<file path="config.mk">
export PLATFORM = sky130hd
export DESIGN_NAME = async_serial_transmitter
export DESIGN_NICKNAME = d
export VERILOG_FILES = /design/src/pkg/serial_tx_pkg.sv /design/src/design/async_serial_transmitter.sv /design/src/design/baud_tick_gen.sv
export SDC_FILE = /design/constraint.sdc
export NUM_CORES = 1
export LEC_CHECK = 0
export BUFFER_PORTS_ARGS = -buffer_cell sky130_fd_sc_hd__buf_2
export CAP_MARGIN = 40
export CELL_PAD_IN_SITES_DETAIL_PLACEMENT = 0
export CELL_PAD_IN_SITES_GLOBAL_PLACEMENT = 1
export CORE_AREA = 2 2 77 79
export CTS_CLUSTER_SIZE = 8
export DETAILED_ROUTE_END_ITERATION = 10
export DIE_AREA = 0 0 79 81
export GPL_ROUTABILITY_DRIVEN = 0
export MAX_ROUTING_LAYER = met4
export PLACE_DENSITY_LB_ADDON = 0.1
export SLEW_MARGIN = 20
export SYNTH_ARGS = -nofsm -noshare
export SYNTH_HDL_FRONTEND = slang
export SYNTH_SLANG_ARGS = --single-unit
</file>
<file path="constraint.sdc">
create_clock -name clk_sys -period 7.9 [get_ports clk_sys]
set_clock_uncertainty 0.2 [all_clocks]
set_input_delay 0 -clock clk_sys [delete_from_list [all_inputs] [get_ports clk_sys]]
set_output_delay 0 -clock clk_sys [all_outputs]
set_load 0.01 [all_outputs]
</file>
<file path="src/pkg/serial_tx_pkg.sv">
// shared constants, state codes and carriers for the serial transmitter
package serial_tx_pkg;

  //////////////////////////////////////////////////////////////////////////////
  // widths and levels
  localparam int DIVISOR_WIDTH = 16;
  localparam int NARROW_DIVISOR_WIDTH = 8;
  localparam int CHAR_WIDTH = 9;
  localparam int BIT_INDEX_WIDTH = 4;
  localparam int PIN_SELECT_WIDTH = 2;
  localparam logic MARK_LEVEL = 1'h1;
  localparam logic SPACE_LEVEL = 1'h0;

  //////////////////////////////////////////////////////////////////////////////
  // last data bit index for eight and nine bit characters
  localparam logic [3:0] LAST_INDEX_EIGHT = 4'h7;
  localparam logic [3:0] LAST_INDEX_NINE = 4'h8;

  //////////////////////////////////////////////////////////////////////////////
  // values after reset
  localparam logic [15:0] DIVISOR_RESET = 16'h0000;
  localparam logic [8:0] CHAR_RESET = 9'h000;
  localparam logic [3:0] INDEX_RESET = 4'h0;
  localparam logic FLAG_RESET = 1'h0;
  localparam logic EMPTY_RESET = 1'h1;

  //////////////////////////////////////////////////////////////////////////////
  // frame sequencer states
  typedef enum logic [1:0] {
    IDLE_STATE = 2'b00,
    START_STATE = 2'b01,
    DATA_STATE = 2'b10,
    STOP_STATE = 2'b11
  } tx_state_type;

  // control bits that software holds steady between frames
  typedef struct packed {
    logic serial_port_on;
    logic transmit_enable;
    logic clocked_mode_select;
    logic tx_polarity_invert;
    logic nine_bit_tx_select;
    logic wide_divider_select;
  } tx_config_type;

  // one character offered by the processor side
  typedef struct packed {
    logic write_strobe;
    logic ninth_tx_bit;
    logic [7:0] low_byte;
  } tx_write_type;

endpackage : serial_tx_pkg

</file>
<file path="src/design/async_serial_transmitter.sv">
// asynchronous transmit path: holding buffer, shifter, framing and flag
`timescale 1ns/1ps
module async_serial_transmitter #(
  parameter int PIN_COUNT = 4,
  parameter int DIV_WIDTH = serial_tx_pkg::DIVISOR_WIDTH
) (
  input wire logic clk_sys,
  input wire logic sys_rst,
  input wire serial_tx_pkg::tx_config_type config_bits,
  input wire serial_tx_pkg::tx_write_type holding_write,
  input wire logic [DIV_WIDTH-1:0] baud_divisor,
  input wire logic [serial_tx_pkg::PIN_SELECT_WIDTH-1:0] output_pin_select,
  input wire logic tx_irq_mask_enable,
  output logic [PIN_COUNT-1:0] tx_pin_out,
  output logic [PIN_COUNT-1:0] tx_pin_oe,
  output logic tx_buffer_empty_flag,
  output logic tx_irq_request,
  output logic shifter_empty_status
);

  //////////////////////////////////////////////////////////////////////////////
  // declarations
  serial_tx_pkg::tx_state_type state;
  serial_tx_pkg::tx_state_type next_state;
  logic [serial_tx_pkg::CHAR_WIDTH-1:0] tx_shift_reg;
  logic [serial_tx_pkg::CHAR_WIDTH-1:0] next_tx_shift_reg;
  logic [serial_tx_pkg::BIT_INDEX_WIDTH-1:0] bit_index;
  logic [serial_tx_pkg::BIT_INDEX_WIDTH-1:0] next_bit_index;
  logic [serial_tx_pkg::CHAR_WIDTH-1:0] tx_holding_buffer;
  logic [serial_tx_pkg::CHAR_WIDTH-1:0] next_tx_holding_buffer;
  logic hold_valid;
  logic next_hold_valid;
  logic next_tx_buffer_empty_flag;
  logic next_tx_irq_request;
  logic next_shifter_empty_status;
  logic [PIN_COUNT-1:0] next_tx_pin_out;
  logic [PIN_COUNT-1:0] next_tx_pin_oe;
  logic tx_active;
  logic bit_tick;
  logic frame_level;
  logic line_level;
  logic [3:0] last_index;
  logic take_char;

  //////////////////////////////////////////////////////////////////////////////
  // one-hot driver enable routing; the checks decode the select on their own
  function automatic logic [PIN_COUNT-1:0] pin_decode(
    input logic [serial_tx_pkg::PIN_SELECT_WIDTH-1:0] sel,
    input logic on
  );
    logic [PIN_COUNT-1:0] hot;
    hot = '0;
    for (int k = 0; k < PIN_COUNT; k++) begin
      hot[k] = on && (sel == k[serial_tx_pkg::PIN_SELECT_WIDTH-1:0]);
    end
    return hot;
  endfunction : pin_decode

  //////////////////////////////////////////////////////////////////////////////
  // transmitter enable gating
  always_comb begin
    tx_active = config_bits.serial_port_on && config_bits.transmit_enable &&
                !config_bits.clocked_mode_select;
    last_index = config_bits.nine_bit_tx_select ? serial_tx_pkg::LAST_INDEX_NINE
                                                : serial_tx_pkg::LAST_INDEX_EIGHT;
  end

  //////////////////////////////////////////////////////////////////////////////
  // baud divider; held in reload while idle so a start bit gets a full period
  baud_tick_gen #(
    .WIDTH(DIV_WIDTH)
  ) u_baud (
    .clk_sys(clk_sys),
    .sys_rst(sys_rst),
    .restart(state == serial_tx_pkg::IDLE_STATE),
    .wide_divider_select(config_bits.wide_divider_select),
    .divisor(baud_divisor),
    .tick(bit_tick)
  );

  //////////////////////////////////////////////////////////////////////////////
  // holding buffer and frame sequencer, next values
  always_comb begin
    next_state = state;
    next_tx_shift_reg = tx_shift_reg;
    next_bit_index = bit_index;
    next_tx_holding_buffer = tx_holding_buffer;
    next_hold_valid = hold_valid;
    take_char = 1'b0;
    // ninth bit is sampled with the byte so all nine move as one
    if (holding_write.write_strobe && tx_active) begin
      next_tx_holding_buffer = {holding_write.ninth_tx_bit,
                                holding_write.low_byte};
      next_hold_valid = 1'b1;
    end
    case (state)
      serial_tx_pkg::IDLE_STATE: begin
        // idle shifter takes the waiting character at once
        if (hold_valid) begin
          take_char = 1'b1;
        end
      end
      serial_tx_pkg::START_STATE: begin
        if (bit_tick) begin
          next_state = serial_tx_pkg::DATA_STATE;
        end
      end
      serial_tx_pkg::DATA_STATE: begin
        // step only on ticks; shift right puts the low bit out first
        if (bit_tick) begin
          if (bit_index == last_index) begin
            next_state = serial_tx_pkg::STOP_STATE;
          end else begin
            next_tx_shift_reg = {1'b0, tx_shift_reg[8:1]};
            next_bit_index = bit_index + 1'b1;
          end
        end
      end
      serial_tx_pkg::STOP_STATE: begin
        // single stop bit, then chain the queued character on the boundary
        if (bit_tick) begin
          if (hold_valid) begin
            take_char = 1'b1;
          end else begin
            next_state = serial_tx_pkg::IDLE_STATE;
          end
        end
      end
      default: begin
        next_state = serial_tx_pkg::IDLE_STATE;
      end
    endcase
    if (take_char) begin
      next_state = serial_tx_pkg::START_STATE;
      next_tx_shift_reg = tx_holding_buffer;
      next_bit_index = serial_tx_pkg::INDEX_RESET;
      next_hold_valid = holding_write.write_strobe && tx_active;
    end
    // dropping the enable flushes the shifter and the pending character
    if (!tx_active) begin
      next_state = serial_tx_pkg::IDLE_STATE;
      next_tx_shift_reg = serial_tx_pkg::CHAR_RESET;
      next_bit_index = serial_tx_pkg::INDEX_RESET;
      next_hold_valid = 1'b0;
    end
  end

  // sequencer and buffer registers
  always_ff @(posedge clk_sys or posedge sys_rst) begin
    if (sys_rst) begin
      state <= serial_tx_pkg::IDLE_STATE;
      tx_shift_reg <= serial_tx_pkg::CHAR_RESET;
      bit_index <= serial_tx_pkg::INDEX_RESET;
      tx_holding_buffer <= serial_tx_pkg::CHAR_RESET;
      hold_valid <= 1'b0;
    end else begin
      state <= next_state;
      tx_shift_reg <= next_tx_shift_reg;
      bit_index <= next_bit_index;
      tx_holding_buffer <= next_tx_holding_buffer;
      hold_valid <= next_hold_valid;
    end
  end

  //////////////////////////////////////////////////////////////////////////////
  // line level; no parity slot exists, a ninth bit is the only extra
  always_comb begin
    case (state)
      serial_tx_pkg::START_STATE: frame_level = serial_tx_pkg::SPACE_LEVEL;
      serial_tx_pkg::DATA_STATE: frame_level = tx_shift_reg[0];
      serial_tx_pkg::STOP_STATE: frame_level = serial_tx_pkg::MARK_LEVEL;
      default: frame_level = serial_tx_pkg::MARK_LEVEL;
    endcase
    // in clocked mode the invert bit means something else, so it is ignored
    line_level = frame_level ^
                 (config_bits.tx_polarity_invert && !config_bits.clocked_mode_select);
  end

  //////////////////////////////////////////////////////////////////////////////
  // status outputs; flag has no write path at all
  always_comb begin
    // hold_valid lags the write by one edge, so the flag moves on the second
    next_tx_buffer_empty_flag = tx_active &&
        !(hold_valid && state != serial_tx_pkg::IDLE_STATE);
    next_tx_irq_request = tx_buffer_empty_flag && tx_irq_mask_enable;
    next_shifter_empty_status = (next_state == serial_tx_pkg::IDLE_STATE);
    next_tx_pin_oe = pin_decode(output_pin_select, config_bits.serial_port_on);
    next_tx_pin_out = {PIN_COUNT{line_level}};
  end

  // all ports come from these flops; pins and flag trail the sequencer by one cycle, the request by two, shifter_empty_status by none
  always_ff @(posedge clk_sys or posedge sys_rst) begin
    if (sys_rst) begin
      tx_buffer_empty_flag <= serial_tx_pkg::FLAG_RESET;
      tx_irq_request <= serial_tx_pkg::FLAG_RESET;
      shifter_empty_status <= serial_tx_pkg::EMPTY_RESET;
      tx_pin_oe <= '0;
      tx_pin_out <= {PIN_COUNT{serial_tx_pkg::MARK_LEVEL}};
    end else begin
      tx_buffer_empty_flag <= next_tx_buffer_empty_flag;
      tx_irq_request <= next_tx_irq_request;
      shifter_empty_status <= next_shifter_empty_status;
      tx_pin_oe <= next_tx_pin_oe;
      tx_pin_out <= next_tx_pin_out;
    end
  end

  //////////////////////////////////////////////////////////////////////////////
  // checking helpers: cycles spent in the current bit
  logic [DIV_WIDTH:0] bit_cycles;
  logic [DIV_WIDTH:0] expect_cycles;
  always_ff @(posedge clk_sys or posedge sys_rst) begin
    if (sys_rst) begin
      bit_cycles <= '0;
    end else if (state == serial_tx_pkg::IDLE_STATE || bit_tick) begin
      bit_cycles <= '0;
    end else begin
      bit_cycles <= bit_cycles + 1'b1;
    end
  end
  always_comb begin
    expect_cycles = {1'b0, baud_divisor};
    if (!config_bits.wide_divider_select) begin
      expect_cycles = {{(DIV_WIDTH - 7){1'b0}}, baud_divisor[7:0]};
    end
  end
endmodule : async_serial_transmitter

</file>
<file path="src/design/baud_tick_gen.sv">
// bit-period tick generator with selectable 8 or 16 bit divider
`timescale 1ns/1ps
module baud_tick_gen #(
  parameter int WIDTH = serial_tx_pkg::DIVISOR_WIDTH
) (
  input wire logic clk_sys,
  input wire logic sys_rst,
  input wire logic restart,
  input wire logic wide_divider_select,
  input wire logic [WIDTH-1:0] divisor,
  output logic tick
);

  logic [WIDTH-1:0] count;
  logic [WIDTH-1:0] next_count;
  logic [WIDTH-1:0] reload;

  //////////////////////////////////////////////////////////////////////////////
  // narrow mode ignores the upper divisor byte
  always_comb begin
    reload = divisor;
    if (!wide_divider_select) begin
      reload = {{(WIDTH - serial_tx_pkg::NARROW_DIVISOR_WIDTH){1'b0}},
                divisor[serial_tx_pkg::NARROW_DIVISOR_WIDTH-1:0]};
    end
    tick = (count == '0) && !restart;
    next_count = count - 1'b1;
    if (restart || count == '0) begin
      next_count = reload;
    end
  end

  // period is reload plus one clocks, counted from the restart release
  always_ff @(posedge clk_sys or posedge sys_rst) begin
    if (sys_rst) begin
      count <= serial_tx_pkg::DIVISOR_RESET[WIDTH-1:0];
    end else begin
      count <= next_count;
    end
  end

endmodule : baud_tick_gen

</file>
# After elaboration in Yosys (flattened, before gate mapping)
# Cells that the tools add are included.
[totals]
input_bits = 37
reg_bits = 49
out_inout_bits = 11
wordCells = 75
[classes]
n_eq_ne = 11
mux = 28
add_sub_neg = 2
n_reduce_logical = 22
bitwise_logic = 1
[op_table]
columns = ["op", "count"]
rows = [
  ["9-bit two-way mux", 5],
  ["16-bit two-way mux", 2],
  ["4-bit two-way mux", 6],
  ["16-bit logical NOT", 1],
  ["16-bit by 1-bit subtractor with 16-bit output (second input constant)", 1],
  ["2-bit two-way mux", 7],
  ["1-bit logical AND", 12],
  ["3-bit by 1-bit inequality test with 1-bit output (second input constant)", 3],
  ["2-bit equality test (second input constant)", 4],
  ["2-bit logical NOT", 3],
  ["2-bit one-hot mux with 3 select lines", 1],
  ["1-bit two-way mux", 5],
  ["4-bit by 1-bit adder with 4-bit output (second input constant)", 1],
  ["2-bit by 1-bit equality test with 1-bit output (second input constant)", 2],
  ["4-bit equality test", 1],
  ["1-bit one-hot mux with 2 select lines", 2],
  ["1-bit logical NOT", 3],
  ["3-bit inequality test (second input constant)", 1],
  ["3-bit AND reduction", 1],
  ["2-bit nonzero test", 1],
  ["1-bit logical OR", 1],
  ["1-bit XOR", 1],
]

# Logic depth before layout (Yosys ltp)
[depth]
depth_word = 8
ltp_mapped = 9
mapped_depth_nobuf = 7

# Hierarchy
# A second synthesis with hierarchy kept.
[unflattened]
cells_unflattened = 222
area_unflattened_um2 = 2534.9
[by_module_without_submodules]
columns = ["mod", "cells_per_inst", "seq_area_each_um2", "area_each_um2", "n_inst"]
rows = [
  ["async_serial_transmitter", 136, 828.3, 1552.7, 1],
  ["baud_tick_gen", 86, 400.4, 982.2, 1],
]

# Worst setup path after synthesis
# No wires, ideal clock.
[synth_path]
path_kind = "reg-to-reg"
startpoint = "register u_baud.count[12]"
endpoint = "register tx_shift_reg[0] (netlist name)"
path_buffers = 2
period_less_slack_ns = 2.838
required_time_ns = 7.563
setup_time_ns = 0.137
arrival_ns = 2.501
path_stages_with_launch = 8
slack_ns = 5.062
path_cell_list = "dfrtp_1 > or4_4 > or4_4 > or4_1 > buf_2 > buf_4 > mux2i_1 > a21oi_1"
[synth_via]
elab_chain_len = 6
elab_cells_between_ends = 10
classes_between = "eq/ne (3); mux (4); reduce/logical (3)"
[synth_lines]
columns = ["item", "line_no", "source"]
rows = [
  ["start, declared", "baud_tick_gen.sv:14", "logic [WIDTH-1:0] count;"],
  ["start signal, assigned", "baud_tick_gen.sv:36", "count <= serial_tx_pkg::DIVISOR_RESET[WIDTH-1:0];"],
  ["start signal, assigned", "baud_tick_gen.sv:38", "count <= next_count;"],
  ["16-bit logical NOT (*)", "baud_tick_gen.sv:26", "tick = (count == '0) && !restart;"],
  ["1-bit logical AND (*)", "baud_tick_gen.sv:26", ""],
  ["1-bit two-way mux", "async_serial_transmitter.sv:121", "if (bit_tick) begin"],
  ["1-bit one-hot mux with 2 select lines", "async_serial_transmitter.sv:96", "case (state)"],
  ["3-bit by 1-bit inequality test with 1-bit output (no line) (tied with other cells)", "--", ""],
  ["3-bit AND reduction (no line) or 9-bit two-way mux (tied branches)", "--", ""],
  ["end signal, assigned", "async_serial_transmitter.sv:152", "tx_shift_reg <= serial_tx_pkg::CHAR_RESET;"],
  ["end signal, assigned", "async_serial_transmitter.sv:158", "tx_shift_reg <= next_tx_shift_reg;"],
  ["end, declared", "async_serial_transmitter.sv:25", "logic [serial_tx_pkg::CHAR_WIDTH-1:0] tx_shift_reg;"],
]
# Every way passes the cells marked *; elsewhere a longest branch is shown, timed or not.
# A chain may end at the register's enable or synchronous reset.

# Final worst setup path
[layout_path]
startpoint = "register u_baud.count[11]"
endpoint = "register bit_index[3] (netlist name)"
[layout_via]
elab_chain_len = 6
elab_cells_between_ends = 10
classes_between = "eq/ne (3); mux (4); reduce/logical (3)"
[layout_lines]
columns = ["item", "line_no", "source"]
rows = [
  ["16-bit logical NOT (*)", "baud_tick_gen.sv:26", ""],
  ["1-bit logical AND (*)", "baud_tick_gen.sv:26", ""],
  ["1-bit two-way mux", "async_serial_transmitter.sv:121", ""],
  ["1-bit one-hot mux with 2 select lines", "async_serial_transmitter.sv:96", ""],
  ["3-bit by 1-bit inequality test with 1-bit output (no line) (tied with other cells)", "--", ""],
  ["3-bit AND reduction (no line) or 4-bit two-way mux (tied branches)", "--", ""],
  ["end signal, assigned", "async_serial_transmitter.sv:153", "bit_index <= serial_tx_pkg::INDEX_RESET;"],
  ["end signal, assigned", "async_serial_transmitter.sv:159", "bit_index <= next_bit_index;"],
  ["end, declared", "async_serial_transmitter.sv:27", "logic [serial_tx_pkg::BIT_INDEX_WIDTH-1:0] bit_index;"],
]
# Marked as above.

==> flow_metrics.tcl <==
set metrics [dict create \
    fp.dieH_microns 81 \
    clkTransAtPathRegs_ns 0.08 \
    ys_types 40 \
    finalNonFillerCells 406 \
    synth-seq-area-share_pct 51.0 \
    rows 28 \
    port_buffers 47 \
    die_w_microns 79 \
    leakagePower_nw 1.52 \
    dp_slack_ns 4.66 \
    setup_ws_ns 4.65 \
    fmax_mhz 308 \
    grt_use_total_pct 16.9 \
    final_layout_size_suffix_gt1_share_pct 22.4 \
    ios 48 \
    min_path_type "primary input to flip-flop" \
    cts_tree "yes" \
    synth-edff-count 0 \
    critPathRequiredTime_ns 7.93 \
    vias_per_cell 4.86 \
    total_power_w 0.000487 \
    netlist.area_leader.share_pct 48.8 \
    crit_type "flip-flop to flip-flop" \
    grt_max_degree 33 \
    cp_cell_sequence "or4_4 > or4_4 > or4_1 > or3_1 > a21oi_1" \
    async_reset_ff_share_pct 100 \
    synth_area_sq_mm 0.00241 \
    worstMarginPinSlew_ns 0.664 \
    wl_microns 4960 \
    route.detailed.drc 0 \
    synth_nets 281 \
    ant_nets 0 \
    powerDensity_mw_per_mm2 149 \
    finalCritPeriodShare_pct 41.1 \
    grt_first_pass_wirelength_microns 8200 \
    dr.pass1.iters 4 \
    via_count 1975 \
    setup_viol 0 \
    period_needed_ns 3.25 \
    htreeDepth 2 \
    largest_reg_flops 16 \
    end_kind "flip-flop" \
    cp_common_cell "or4_4" \
    grt_pass1_vias 1833 \
    cts_made_buffers 5 \
    clk_latency_ns 0.30 \
    cpPeakStageDelay_ns 0.86 \
    relSlewSlack_pct 55.7 \
    worstPathMaxFanout 15 \
    clkSinkCount 49 \
    placed_cells 350 \
    die-area_sq_mm 0.00640 \
    synthesis.instances 237 \
    dp_hpwl_microns 3280 \
    antenna_found_initial 0 \
    maxCapViolCount 0 \
    initial_core_util_pct 42.5 \
    yosys_most_used_dff "dfrtp_1" \
    rsz0062_at_grt "false" \
    area_growth_pct 36.0 \
    critPathSlowestCell "or4_1" \
    fin_tns_setup_ns 0 \
    clockBufferDepth 2 \
    cts_resized 0 \
    root_buffer "clkbuf_8" \
    overflow 0 \
    critPathLaunchType "flip-flop" \
    outcome "finished, final reports clean" \
    drtIter0Drc 56 \
    vdd.ir_drop.worst_mv 0.0726 \
    wl_per_cell_microns 12.2 \
    synth_area_leader_cell "dfrtp_1" \
    fin_nets 374 \
    cp.arrival_ns 3.27 \
    fp.coreArea_sq_mm 0.00568 \
    hold_violations 0 \
    syn_avg_cell_area_sq_um 10.2 \
    yosys-top-cells-area "dfrtp_1 49%, o21ai_0 5.6%, mux2_2 4.2%, mux2i_1 3.7%, ha_1 3.6%" \
    yosys_warnings 0 \
    antennaDiodeCount 0 \
    ys_ff_latch 49 \
    drv_slew 0 \
]
## power by group
| group | switching (W) | total, W | internal (W) |
|---|---|---|---|
| clock network | 0.0000801 | 0.000142 | 0.0000615 |
| registers | 0.00000992 | 0.000277 | 0.000267 |
| logic | 0.0000274 | 0.0000682 | 0.0000408 |
| total | 0.000117 | 0.000487 | 0.000370 |
## cells in the final DEF (no fill, tap or decap), drive strengths merged, types with 9 or more instances in the layout
cell         Yosys  final
nand2           18     18
o21ai           29     29
inv              9      9
mux2             9      9
nand3           12     12
dfrtp           47     47
buf              5     50
dlygate4sd3      0     47
mux2i            9      9
nor2            13     13
a21oi           16     16
## path summary, 6_finish.rpt
path / from / to / slack [ns] / depth (start not counted)
setup / recovery: u_baud.count[11] / bit_index[3] / 4.65 / 5
hold / removal: config_bits[1] / state[0] / 0.06 / 6
setup reg to reg: u_baud.count[11] / bit_index[3] / 4.65 / 5
hold reg to reg: tx_buffer_empty_flag / tx_irq_request / 0.30 / 1
max in group asynchronous: sys_rst / tx_pin_out[0] / 6.82 / 4
min in group asynchronous: sys_rst / tx_pin_oe[2] / 0.09 / 3
## cell type report
class	count	area, sq um
Inverter	9	33.8
Tap cell	75	93.8
Clock buffer	6	72.6
Sequential cell	49	1230
Fill cell	523	2400
Timing Repair Buffer	97	748
Multi-Input combinational cell	168	1090
Clock inverter	2	10.0
## timing repair
action                                 CTS  global route
endpoints found under the hold margin   92             0
setup buffers                            0             0
hold buffers                            47             0
## cell usage after synthesis, types with 3 or more instances
master	instances
a21oi_1	16
and2_1	3
buf_4	4
clkbuf_1	6
dfrtp_1	47
ha_1	7
inv_1	9
mux2_2	9
mux2i_1	9
nand2_1	18
nand3_1	12
nor2_1	13
nor3_1	5
o21ai_0	27
or2_2	3
or3_1	5
xnor2_1	8
xor2_1	8
## metal layers
| layer | wire length, microns | share of wire [%] | GRT usage [%] | vias to the layer above |
|---|---|---|---|---|
| met1 | 2410 | 49 | 22.2 | 921 |
| met4 | 67 | 1.3 | 5.52 | 0 |
| met3 | 221 | 4.5 | 4.00 | 7 |
| met2 | 2260 | 46 | 26.0 | 39 |
| li1 | - | - | - | 1008 |
| met5 | 0 | 0 | - | - |
## cells by family (layout without fill, tap and decap cells)
logic type,count (synthesis),after routing,synth area share (%)
buffers and inverters,20,114,3.79
flip-flops,49,49,51.0
AND/OR/NAND/NOR,73,73,15.5
AO/OA/AOI/OAI,54,54,12.3
adder cells (fa/ha/maj),7,7,3.63
XOR/XNOR,16,16,5.82
multiplexers,18,18,7.94
## stage by stage
step / util [%] / cell area (sq um) / hold slack, ns
after global routing: 57.7 / 3280 / 0.110
after CTS: 57.5 / 3260 / 0.0454
after global placement: 47.4 / 2690 / -0.00563
final: 57.7 / 3280 / 0.0570
after floorplan: - / 2410 / -0.135
after detailed placement: 47.7 / 2710 / -0.162
## worst max-delay path, delay by kind of cell (launching register included)
kind             cells  cell delay (ns)
AO/OA/AOI/OAI        1             0.15
flip-flops           1             0.43
AND/OR/NAND/NOR      4             2.40
Note: power is estimated with default switching activity, not from simulation.
